File: config.mk
export PLATFORM = sky130hd
export DESIGN_NAME = spi_tx_buffer_irq_enable
export DESIGN_NICKNAME = d
export VERILOG_FILES = /design/src/verilog/irq_vector_encode.v /design/src/verilog/sticky_status.v /design/src/verilog/spi_tx_buffer_irq_enable.v
export VERILOG_INCLUDE_DIRS = /design/src /design/src/verilog
export SDC_FILE = /design/constraint.sdc
export NUM_CORES = 1
export LEC_CHECK = 0
export BUFFER_PORTS_ARGS = -buffer_cell sky130_fd_sc_hd__buf_2
export CORE_MARGIN = 4
export CORE_UTILIZATION = 46
export CTS_CLUSTER_DIAMETER = 30
export CTS_CLUSTER_SIZE = 10
export DETAILED_ROUTE_END_ITERATION = 12
export GPL_TIMING_DRIVEN = 1
export PLACE_DENSITY = 0.77
export SETUP_SLACK_MARGIN = 0.5
export SLEW_MARGIN = 20
export SYNTH_ARGS = -nofsm -noshare
export SYNTH_HDL_FRONTEND = slang
export SYNTH_SLANG_ARGS = --single-unit
File: constraint.sdc
create_clock -name pclk -period 1.85 [get_ports pclk]
set_input_delay 0.2775 -clock pclk [delete_from_list [all_inputs] [get_ports pclk]]
set_output_delay 0.2775 -clock pclk [all_outputs]
set_load 0.005 [all_outputs]
File: src/verilog/spi_txbuf_defines.vh
// Register offsets, field positions, reset values for the transmit buffer block
`ifndef SPI_TXBUF_DEFINES_VH
`define SPI_TXBUF_DEFINES_VH
`define OFS_TX_HOLDING 12'h000
`define OFS_IRQ_ENABLE 12'h004
`define OFS_IRQ_FLAG 12'h008
`define OFS_IRQ_VECTOR 12'h00C
`define OFS_CONTROL 12'h010
`define OFS_IRQ_STATUS 12'h014
`define OFS_IRQ_MASK 12'h018
`define OFS_RX_HOLDING 12'h01C
`define BIT_RX 0
`define BIT_TX 1
`define BIT_CTRL_RESET 0
`define BIT_CTRL_SEVEN 1
`define RST_TX_HOLDING 8'h00
`define RST_IRQ_ENABLE 2'h0
`define RST_IRQ_FLAG 2'h2
`define RST_CONTROL 2'h1
`define VEC_NONE 16'h0000
`define VEC_RX 16'h0002
`define VEC_TX 16'h0004
`endif

File: src/verilog/irq_vector_encode.v
// Priority encoder for the interrupt vector value
`timescale 1ns/1ps
`default_nettype none
module irq_vector_encode (
    input wire [1:0] flags,
    output reg [15:0] vector
);
`include "spi_txbuf_defines.vh"
    always @* begin
        if (flags[`BIT_RX]) begin
            vector = `VEC_RX;
        end else if (flags[`BIT_TX]) begin
            vector = `VEC_TX;
        end else begin
            vector = `VEC_NONE;
        end
    end
endmodule // irq_vector_encode
`default_nettype wire

File: src/verilog/sticky_status.v
// Sticky event bits with write-one-to-clear; set wins over clear
`timescale 1ns/1ps
`default_nettype none
module sticky_status #(
    parameter WIDTH = 2
) (
    input wire pclk,
    input wire presetn,
    input wire [WIDTH-1:0] set_evt,
    input wire [WIDTH-1:0] clr_w1c,
    output wire [WIDTH-1:0] status
);
    genvar i;
    generate
        for (i = 0; i < WIDTH; i = i + 1) begin : g_bit
            // One flop per bit, so no vector has several processes driving it
            reg bit_q;
            always @(posedge pclk or negedge presetn) begin
                if (!presetn) begin
                    bit_q <= 1'b0;
                end else if (set_evt[i]) begin
                    bit_q <= 1'b1;
                end else if (clr_w1c[i]) begin
                    bit_q <= 1'b0;
                end
            end
            assign status[i] = bit_q;
        end
    endgenerate
endmodule // sticky_status
`default_nettype wire

File: src/verilog/spi_tx_buffer_irq_enable.v
// Transmit holding register, interrupt enables, flags and vector behind an APB slave
//
// Contract
// - Software writes an 8-bit transmit holding value, later moved to the shifter.
// - Writing the transmit holding register clears the transmit-empty flag; while soft reset is set the code ignores the write.
// - In 7-bit mode the top bit of the holding value is dropped and reads zero.
// - Transmit interrupt enable sits at bit one, resets to zero.
// - Receive interrupt enable sits at bit zero, resets to zero.
// - Transmit-empty flag set while holding register is empty; resets set.
// - Receive-complete flag set once a whole character is received; while soft reset is set the code ignores received characters.
// - Vector reads 2 for receive (highest), 4 for transmit, else zero.
`timescale 1ns/1ps
`default_nettype none
module spi_tx_buffer_irq_enable (
    input wire pclk,
    input wire presetn,
    input wire psel,
    input wire penable,
    input wire pwrite,
    input wire [11:0] paddr,
    input wire [31:0] pwdata,
    output reg [31:0] prdata,
    output wire pready,
    output wire pslverr,
    input wire shift_load_ready,
    output wire shift_load_valid,
    output reg [7:0] shift_load_data,
    input wire rx_char_valid,
    input wire [7:0] rx_char_data,
    output wire seven_bit_mode,
    output wire soft_reset,
    output wire tx_irq_req,
    output wire rx_irq_req,
    output wire irq
);
`include "spi_txbuf_defines.vh"

    reg [7:0] tx_data_field_q;
    reg tx_full_q;
    reg [1:0] irq_enable_q;
    reg rx_complete_flag_q;
    reg [7:0] rx_data_q;
    reg [1:0] ctrl_q;
    reg [1:0] mask_q;
    wire tx_empty_flag;
    wire [1:0] flags;
    wire [15:0] irq_vector_value;
    wire [1:0] status;
    wire wr_en;
    wire rd_en;
    wire load_fire;
    wire hold_wr;
    wire [1:0] evt;
    wire [1:0] w1c;
    reg [7:0] tx_masked;
    reg mapped;

    // Zero-wait APB slave: every access completes in its first access cycle
    assign pready = 1'b1;
    assign wr_en = psel & penable & pwrite;
    assign rd_en = psel & penable & ~pwrite;
    assign pslverr = psel & penable & ~mapped;

    function is_mapped;
        input [11:0] a;
        begin
            is_mapped = (a == `OFS_TX_HOLDING) || (a == `OFS_IRQ_ENABLE) || (a == `OFS_IRQ_FLAG) ||
                        (a == `OFS_IRQ_VECTOR) || (a == `OFS_CONTROL) || (a == `OFS_IRQ_STATUS) ||
                        (a == `OFS_IRQ_MASK) || (a == `OFS_RX_HOLDING);
        end
    endfunction

    always @* begin
        mapped = is_mapped(paddr);
    end

    assign soft_reset = ctrl_q[`BIT_CTRL_RESET];
    assign seven_bit_mode = ctrl_q[`BIT_CTRL_SEVEN];
    assign hold_wr = wr_en && (paddr == `OFS_TX_HOLDING);
    assign shift_load_valid = tx_full_q & ~soft_reset;
    assign load_fire = shift_load_valid & shift_load_ready;

    always @* begin
        tx_masked = pwdata[7:0];
        if (seven_bit_mode) begin
            tx_masked[7] = 1'b0;
        end
    end

    // Holding register and its occupancy; a load by the shifter empties it
    always @(posedge pclk or negedge presetn) begin
        if (!presetn) begin
            tx_data_field_q <= `RST_TX_HOLDING;
            tx_full_q <= 1'b0;
            shift_load_data <= 8'h00;
        end else if (soft_reset) begin
            tx_full_q <= 1'b0;
            if (seven_bit_mode) begin
                tx_data_field_q[7] <= 1'b0;
            end
        end else begin
            if (hold_wr) begin
                tx_data_field_q <= tx_masked;
                tx_full_q <= 1'b1;
            end else begin
                // A byte left from 8-bit mode must not carry its top bit into 7-bit frames
                if (seven_bit_mode) begin
                    tx_data_field_q[7] <= 1'b0;
                end
                if (load_fire) begin
                    tx_full_q <= 1'b0;
                end
            end
            if (load_fire) begin
                shift_load_data <= {tx_data_field_q[7] & ~seven_bit_mode, tx_data_field_q[6:0]};
            end
        end
    end

    // Write during a load replaces the empty slot at once, so the write wins
    assign tx_empty_flag = ~tx_full_q;

    always @(posedge pclk or negedge presetn) begin
        if (!presetn) begin
            rx_complete_flag_q <= 1'b0;
            rx_data_q <= 8'h00;
        end else if (soft_reset) begin
            rx_complete_flag_q <= 1'b0;
        end else if (rx_char_valid) begin
            rx_complete_flag_q <= 1'b1;
            rx_data_q <= seven_bit_mode ? {1'b0, rx_char_data[6:0]} : rx_char_data;
        end else if (rd_en && paddr == `OFS_RX_HOLDING) begin
            rx_complete_flag_q <= 1'b0;
        end else if (wr_en && paddr == `OFS_IRQ_FLAG && !pwdata[`BIT_RX]) begin
            rx_complete_flag_q <= 1'b0;
        end
    end

    always @(posedge pclk or negedge presetn) begin
        if (!presetn) begin
            irq_enable_q <= `RST_IRQ_ENABLE;
            ctrl_q <= `RST_CONTROL;
            mask_q <= 2'h0;
        end else if (wr_en) begin
            case (paddr)
                `OFS_IRQ_ENABLE: begin
                    irq_enable_q[`BIT_TX] <= pwdata[`BIT_TX];
                    irq_enable_q[`BIT_RX] <= pwdata[`BIT_RX];
                end
                `OFS_CONTROL: ctrl_q <= pwdata[1:0];
                `OFS_IRQ_MASK: mask_q <= pwdata[1:0];
                default: ;
            endcase
        end
    end

    assign flags = {tx_empty_flag, rx_complete_flag_q};
    assign tx_irq_req = flags[`BIT_TX] & irq_enable_q[`BIT_TX];
    assign rx_irq_req = flags[`BIT_RX] & irq_enable_q[`BIT_RX];

    irq_vector_encode u_vec (
        .flags({tx_irq_req, rx_irq_req}),
        .vector(irq_vector_value)
    );

    // Sticky record of rising requests, so a brief event is not missed by software
    reg [1:0] req_prev_q;
    always @(posedge pclk or negedge presetn) begin
        if (!presetn) begin
            req_prev_q <= 2'h0;
        end else begin
            req_prev_q <= {tx_irq_req, rx_irq_req};
        end
    end
    assign evt = {tx_irq_req, rx_irq_req} & ~req_prev_q;
    assign w1c = (wr_en && paddr == `OFS_IRQ_STATUS) ? pwdata[1:0] : 2'h0;

    sticky_status #(.WIDTH(2)) u_sticky (
        .pclk(pclk),
        .presetn(presetn),
        .set_evt(evt),
        .clr_w1c(w1c),
        .status(status)
    );

    assign irq = |(status & mask_q);

    always @(posedge pclk or negedge presetn) begin
        if (!presetn) begin
            prdata <= 32'h00000000;
        end else if (psel && !penable && !pwrite) begin
            case (paddr)
                `OFS_TX_HOLDING: prdata <= {24'h000000, tx_data_field_q};
                `OFS_IRQ_ENABLE: prdata <= {30'h00000000, irq_enable_q};
                `OFS_IRQ_FLAG: prdata <= {30'h00000000, flags};
                `OFS_IRQ_VECTOR: prdata <= {16'h0000, irq_vector_value};
                `OFS_CONTROL: prdata <= {30'h00000000, ctrl_q};
                `OFS_IRQ_STATUS: prdata <= {30'h00000000, status};
                `OFS_IRQ_MASK: prdata <= {30'h00000000, mask_q};
                `OFS_RX_HOLDING: prdata <= {24'h000000, rx_data_q};
                default: prdata <= 32'h00000000;
            endcase
        end
    end
endmodule // spi_tx_buffer_irq_enable
`default_nettype wire

==> results of run 1 <==
[layout by cell type (no fill, tap or decap), drive strengths merged, types with 4 or more instances in the layout]
cell type / Yosys / final
mux2: 27 / 27
a221o: 5 / 5
o22ai: 4 / 4
buf: 27 / 79
nor2b: 8 / 8
o21ai: 6 / 6
nand2: 7 / 8
nand2b: 4 / 4
clkbuf: 4 / 7
nor3: 6 / 6
inv: 9 / 9
conb: 2 / 25
dfrtp: 43 / 43
mux2i: 4 / 4
nor2: 7 / 7
or4: 4 / 4
[sequential cells by signal, summed over array words and instances, names as in the netlist]
register              count
ctrl_q                    2
irq_enable_q              2
mask_q                    2
prdata                    8
req_prev_q                2
rx_complete_flag_q        1
rx_data_q                 8
shift_load_data           8
tx_data_field_q           8
tx_full_q                 1
u_sticky.g_bit.bit_q      2
[power by group through the flow]
stage	clock network, W	logic, W	registers (W)
2_1_floorplan	0	0.000114	0.00100
3_3_place_gp	0	0.000167	0.00101
3_5_place_dp	0	0.000171	0.00101
4_1_cts	0.000652	0.000182	0.000989
5_1_grt	0.000686	0.000209	0.000992
6_report	0.000636	0.000190	0.000989
[cell families (layout without fill, tap and decap cells)]
group | after synthesis | count (layout)
other cells | 2 | 25
flops | 44 | 44
buf+inv | 40 | 96
mux | 33 | 33
compound gates | 25 | 25
simple gates | 49 | 50
[timing repair]
action                                 CTS  global route
hold buffers                             1             0
gates resized for setup                 27            17
endpoints found under the hold margin   18             0
setup endpoints to repair               40            37
buffers inserted                         6             2
pin swaps                                6            11
cloned                                   0             1
[area by class of cell]
type	instances	area, um^2
Clock buffer	7	96.3
Fill cell	335	1540
Inverter	9	33.8
Multi-Input combinational cell	133	1120
Sequential cell	44	1100
Tap cell	52	65.1
Timing Repair Buffer	80	547
[worst register-to-register path: stages (launching register included)]
cell     delay [ns]
dfrtp_1        0.41
nand2_2        0.10
inv_2          0.05
mux4_2         0.46
mux2i_1        0.19
o22ai_1        0.09
[path summary, 6_finish.rpt]
| path | endpoint | slack, ns | cells after the start |
|---|---|---|---|
| min reg2reg | u_sticky.g_bit[0].bit_q | 0.42 | 1 |
| max | ctrl_q[1] | -0.04 | 5 |
| min | tx_data_field_q[6] | 0.21 | 2 |
| max in group asynchronous | rx_data_q[6] | 0.86 | 3 |
| max reg2reg | prdata[1] | 0.44 | 5 |
| min in group asynchronous | req_prev_q[1] | 0.48 | 2 |
[metal layers]
metal,part of all wire,vias up,GRT usage
met1,0.42,838,0.232
met2,0.49,73,0.299
li1,-,801,-
met3,0.072,9,0.0504
met4,0.020,0,0.0587
met5,0,-,0
[stage by stage]
stage | setup slack [ns] | TNS [ns] | instance area, um^2 | hold slack, ns | utilization
after CTS | -0.0895 | -0.698 | 2870 | 0.200 | 0.637
after detailed placement | -0.524 | -6.83 | 2600 | 0.269 | 0.578
after global routing | -0.0520 | -0.217 | 2960 | 0.204 | 0.657
after floorplan | -0.331 | -3.73 | 2340 | -0.0181 | -
final | -0.0387 | -0.0506 | 2960 | 0.210 | 0.657
after global placement | -0.470 | -6.69 | 2600 | 0.271 | 0.578
==> flow_metrics.env, run 1 <==
export IMPL_avgSynthCellArea_um2=11.5
export IMPL_synth_top_area_frac=0.487
export IMPL_fp_row_count=24
export IMPL_synth_ff_type="dfrtp_1"
export IMPL_avgViaCountPerCell=5.30
export IMPL_critPathKind="input port to flip-flop"
export IMPL_drt_iter0_markers=121
export IMPL_end_kind="flip-flop"
export IMPL_startpoint="paddr[1]"
export IMPL_rsz0062_at_grt="yes"
export IMPL_synth_edf_count=0
export IMPL_crit_family="simple AND/OR/NAND/NOR gates"
export IMPL_pwr_share_clk=0.350
export IMPL_initial_core_util=0.491
export IMPL_worstMarginPinSlew_ns=0.511
export IMPL_num_vias=1721
export IMPL_outcome="finished, violations left"
export IMPL_synthAdderAreaFrac=0
export IMPL_hold_viol_final=0
export IMPL_path_clk_slew_ns=0.08
export IMPL_cp_common_cell="or4_4"
export IMPL_cp_num_buf_inv=1
export IMPL_yosys_area_share_simple=0.130
export IMPL_wl_um=5280
export IMPL_ys_types=38
export IMPL_fmax_mhz=529
export IMPL_final_cells=325
export IMPL_io_buffers=57
export IMPL_dp_cells=308
export IMPL_die_x_um=77.3
export IMPL_internal_power_w=0.00140
export IMPL_place_gp_congestion=0.781
export IMPL_peakVddDrop_v=0.000432
export IMPL_netlist_top_cells_count="dfrtp_1, mux2_2, buf_4, inv_1, nor2b_1"
export IMPL_yosysWarnings=0
export IMPL_root_buffer="clkbuf_8"
export IMPL_area_delta_synth_final_pct=33.9
export IMPL_synthArstFlopShare=1.00
export IMPL_cts_sinks=44
export IMPL_violations="negative setup slack"
export IMPL_comb_power_share=0.105
export IMPL_grt_usage=0.182
export IMPL_grt_pass1_wl_um=8540
export IMPL_period_minus_slack_ns=1.89
export IMPL_fin_crit_sh=1.02
export IMPL_setup_ws_ns=-0.0387
export IMPL_cp_max_fo=2
export IMPL_clockBufferDepth=2
export IMPL_cp_data_required_time_ns=2.03
export IMPL_hp_start="pwdata[6]"
export IMPL_clock_skew_ns=0.00405
export IMPL_drive_above_1_share=0.527
export IMPL_synth_compound_area_frac=0.0809
export IMPL_dp_hpwl_um=3880
export IMPL_grt_pass1_vias=1739
export IMPL_grt_overflow=0
export IMPL_p_leak_nw=1.49
export IMPL_synth_xor_area_frac=0
export IMPL_setup_viol_count_final=3
export IMPL_swShare=0.230
export IMPL_fin_nets=332
export IMPL_insertedDiodeCount=0
export IMPL_power_total_w=0.00182
export IMPL_io_pin_count=107
export IMPL_critPathSlowestCell="or4_4"
export IMPL_die_area_um2=5980
export IMPL_power_density_nw_per_um2=613
export IMPL_startpoint_type="input port"
export IMPL_ant_nets=0
export IMPL_grt_max_degree=26
export IMPL_synth_top_family_by_area="multiplexers"
export IMPL_synthTopCellsByArea="dfrtp_1, mux2_2, buf_4, a221o_1, nor2b_1"
export IMPL_clk_latency_ns=0.29
export IMPL_core_area_um2=4500
export IMPL_wl_per_cell_um=16.3
export IMPL_drc=0
export IMPL_syn_area_um2=2210
export IMPL_cts_buffers_inserted=5
export IMPL_switchingPower_w=0.000418
export IMPL_ys_seq_elements=44
export IMPL_htree_levels=2
export IMPL_crit_chain="buf_6, or4_4, or4_4, or3_4, mux2_2"
export IMPL_first_pass_iters=4
export IMPL_syn_instance_count=193
export IMPL_yosysMostFrequentCell="dfrtp_1"
export IMPL_drv_cap=0
export IMPL_rr_startpoint="irq_enable_q[0]"
export IMPL_cts_tree="yes"
export IMPL_yosys_mux_area_fraction=0.176
export IMPL_hp_class="input port to flip-flop"
export IMPL_maxSlewHeadroom=0.660
export IMPL_arrival_ns=2.07
export IMPL_ys_seq_area_frac=0.499
export IMPL_grt_antenna_before_repair=0
export IMPL_synth_area_leader_cell="dfrtp_1"
export IMPL_maxSlewViolCount=0
export IMPL_cpPeakStageDelay_ns=0.55
export IMPL_fp_dieH_um=77.3
export IMPL_seqPwrFrac=0.545
No activity file was read; power rests on OpenSTA's default activity.
==> run 2, diff against run 1 <==
Settings changed: ABC_AREA set to 1, CORE_UTILIZATION 46 to 47.
==> run 2 against run 1 <==
  * The flow now finishes without violations
  * Wire length rose by 8.2%
  * Power rose by 2.6%
  * Core utilization fell by 2.1 points
  * Setup slack improved by 0.31 ns
  * Sequential share of layout area fell by 1.5 points
  * Critical path type is now input port to primary output
  * Largest power group unchanged
==> flow_metrics.env, run 2 <==
export IMPL_fin_nets=444
export IMPL_drv_cap=0
export IMPL_synth_edf_count=0
export IMPL_drc=0
export IMPL_cp_max_fo=5
export IMPL_avgViaCountPerCell=4.70
export IMPL_final_cells=453
export IMPL_reg2reg_depth=3
export IMPL_syn_instance_count=304
export IMPL_die_area_um2=6330
export IMPL_ys_seq_elements=44
export IMPL_fin_crit_sh=0.851
export IMPL_drive_above_1_share=0.360
export IMPL_dp_hpwl_um=4280
export IMPL_syn_area_um2=2410
export IMPL_maxSlewViolCount=0
export IMPL_synth_ff_type="dfrtp_1"
export IMPL_root_buffer="clkbuf_8"
export IMPL_dp_cells=428
export IMPL_grt_pass1_vias=2166
export IMPL_n_fill_cell=415
export IMPL_worstMarginPinSlew_ns=0.539
export IMPL_hp_class="input port to asynchronous set/reset pin"
export IMPL_maxSlewHeadroom=0.641
export IMPL_clockBufferDepth=2
export IMPL_drt_iter0_markers=105
export IMPL_multi_input_area_um2=1120
export IMPL_insertedDiodeCount=0
export IMPL_place_gp_congestion=0.923
export IMPL_p_leak_nw=1.71
export IMPL_peakVddDrop_v=0.000643
export IMPL_synth_area_leader_cell="dfrtp_1"
export IMPL_grt_pass1_wl_um=9750
export IMPL_synthTopCellsByArea="dfrtp_1, nand2_1, buf_4, inv_1, nor2_1"
export IMPL_netlist_top_cells_count="nand2_1, dfrtp_1, inv_1, nor2_1, buf_4"
export IMPL_io_pin_count=107
export IMPL_wl_um=5720
export IMPL_ant_nets=0
export IMPL_period_minus_slack_ns=1.57
export IMPL_io_buffers=57
export IMPL_fp_dieH_um=79.6
export IMPL_fmax_mhz=635
export IMPL_outcome="finished clean"
export IMPL_arrival_ns=1.30
export IMPL_clock_skew_ns=0.00481
export IMPL_ys_types=30
export IMPL_ys_seq_area_frac=0.458
export IMPL_hold_viol_final=0
export IMPL_cts_sinks=44
export IMPL_htree_levels=2
export IMPL_grt_antenna_before_repair=0
export IMPL_yosysMostFrequentCell="nand2_1"
export IMPL_die_x_um=79.6
export IMPL_power_density_nw_per_um2=603
export IMPL_area_delta_synth_final_pct=28.2
export IMPL_layout_common_cells="nand2_1, buf_2, dfrtp_1, inv_1, conb_1"
export IMPL_num_vias=2131
export IMPL_synthArstFlopShare=1.00
export IMPL_final_common_cell="nand2_1"
export IMPL_synth_top_area_frac=0.447
export IMPL_setup_viol_count_final=0
export IMPL_end_kind="primary output"
export IMPL_fp_row_count=25
export IMPL_ff_latch_area_um2=1100
export IMPL_avgSynthCellArea_um2=7.92
export IMPL_grt_usage=0.193
export IMPL_cts_tree="yes"
export IMPL_path_clk_slew_ns=0.08
export IMPL_core_area_um2=4850
export IMPL_initial_core_util=0.497
export IMPL_grt_overflow=0
export IMPL_first_pass_iters=4
export IMPL_grt_max_degree=45
export IMPL_rsz0062_at_grt="yes"
export IMPL_clk_latency_ns=0.29
export IMPL_wl_per_cell_um=12.6
export IMPL_cts_buffers_inserted=5
export IMPL_final_setup_tns_ns=0
export IMPL_critPathKind="input port to primary output"
export IMPL_startpoint_type="input port"
export IMPL_cp_data_required_time_ns=1.57
export IMPL_yosysWarnings=0
run 2: timing repair:
action                                  in CTS  in global routing
hold endpoints to repair                     0                  0
resized for setup                           21                 14
endpoints found under the setup margin      13                 21
hold buffers                                 0                  0
cloned                                       0                  1
buffers inserted                             7                  9
pin swaps                                   11                  2
run 2: final cells by class:
type                       count  share of cell area
clock buffer                   6              0.0268
multi-input combinational    216               0.362
timing repair buffer          80               0.167
tap                           67              0.0272
clock inverter                 2              0.0126
inverter                      38              0.0478
sequential                    44               0.357
run 2: final timing paths:
path	startpoint	slack (ns)	end
setup / recovery	paddr[9]	0.28	pslverr
max in group asynchronous	presetn	1.43	ctrl_q[0]
hold reg to reg	req_prev_q[1]	0.45	u_sticky.g_bit[1].bit_q
min in group pclk	shift_load_ready	0.18	tx_full_q
hold / removal	presetn	0.05	shift_load_data[0]
setup reg to reg	ctrl_q[0]	0.58	rx_data_q[1]
run 2: per-layer routing:
layer  global-route usage  routed length [um]  vias to the layer above
met1                0.259                2450                      969
met3               0.0395                 388                        9
met2                0.314                2810                       87
met4               0.0619                  78                        0
met5                    0                   0                        -
li1                     -                   -                     1066
run 2: critical path, stage by stage:
cell and delay (ns):
buf_2 0.10, nor2_2 0.15, nand2_4 0.12, nor2_4 0.15, nand2_1 0.08, nand3_2 0.08, nor2_1 0.04, nor3b_2 0.16
buf_2 0.13
run 2: kinds of logic after synthesis:
group / count (synthesis) / share of synthesized area
AND/OR/NAND/NOR: 152 / 0.281
buffers and inverters: 67 / 0.148
flip-flops: 44 / 0.458
AO/OA/AOI/OAI: 33 / 0.0831
multiplexers: 6 / 0.0275
other: 2 / 0.00312
run 2: per-stage QoR:
| stage | worst slack (ns) | power [W] | hold slack [ns] | utilization | instance area, um^2 |
|---|---|---|---|---|---|
| final | 0.275 | 0.00186 | 0.0467 | 0.637 | 3090 |
| after global routing | 0.214 | 0.00194 | 0.105 | 0.637 | 3090 |
| after CTS | 0.309 | 0.00188 | 0.0631 | 0.606 | 2940 |
| after detailed placement | 0.164 | 0.00111 | 0.385 | 0.556 | 2700 |
| after global placement | 0.177 | 0.00111 | 0.381 | 0.556 | 2700 |
| after floorplan | 0.500 | 0.00107 | -0.0181 | - | 2500 |
run 2: report_power, final:
part           total [W]  switching, W  internal (W)
Clock           0.000759      0.000317      0.000441
Combinational   0.000140     0.0000916     0.0000485
Sequential      0.000963   0.000000955      0.000962
Total            0.00186      0.000410       0.00145
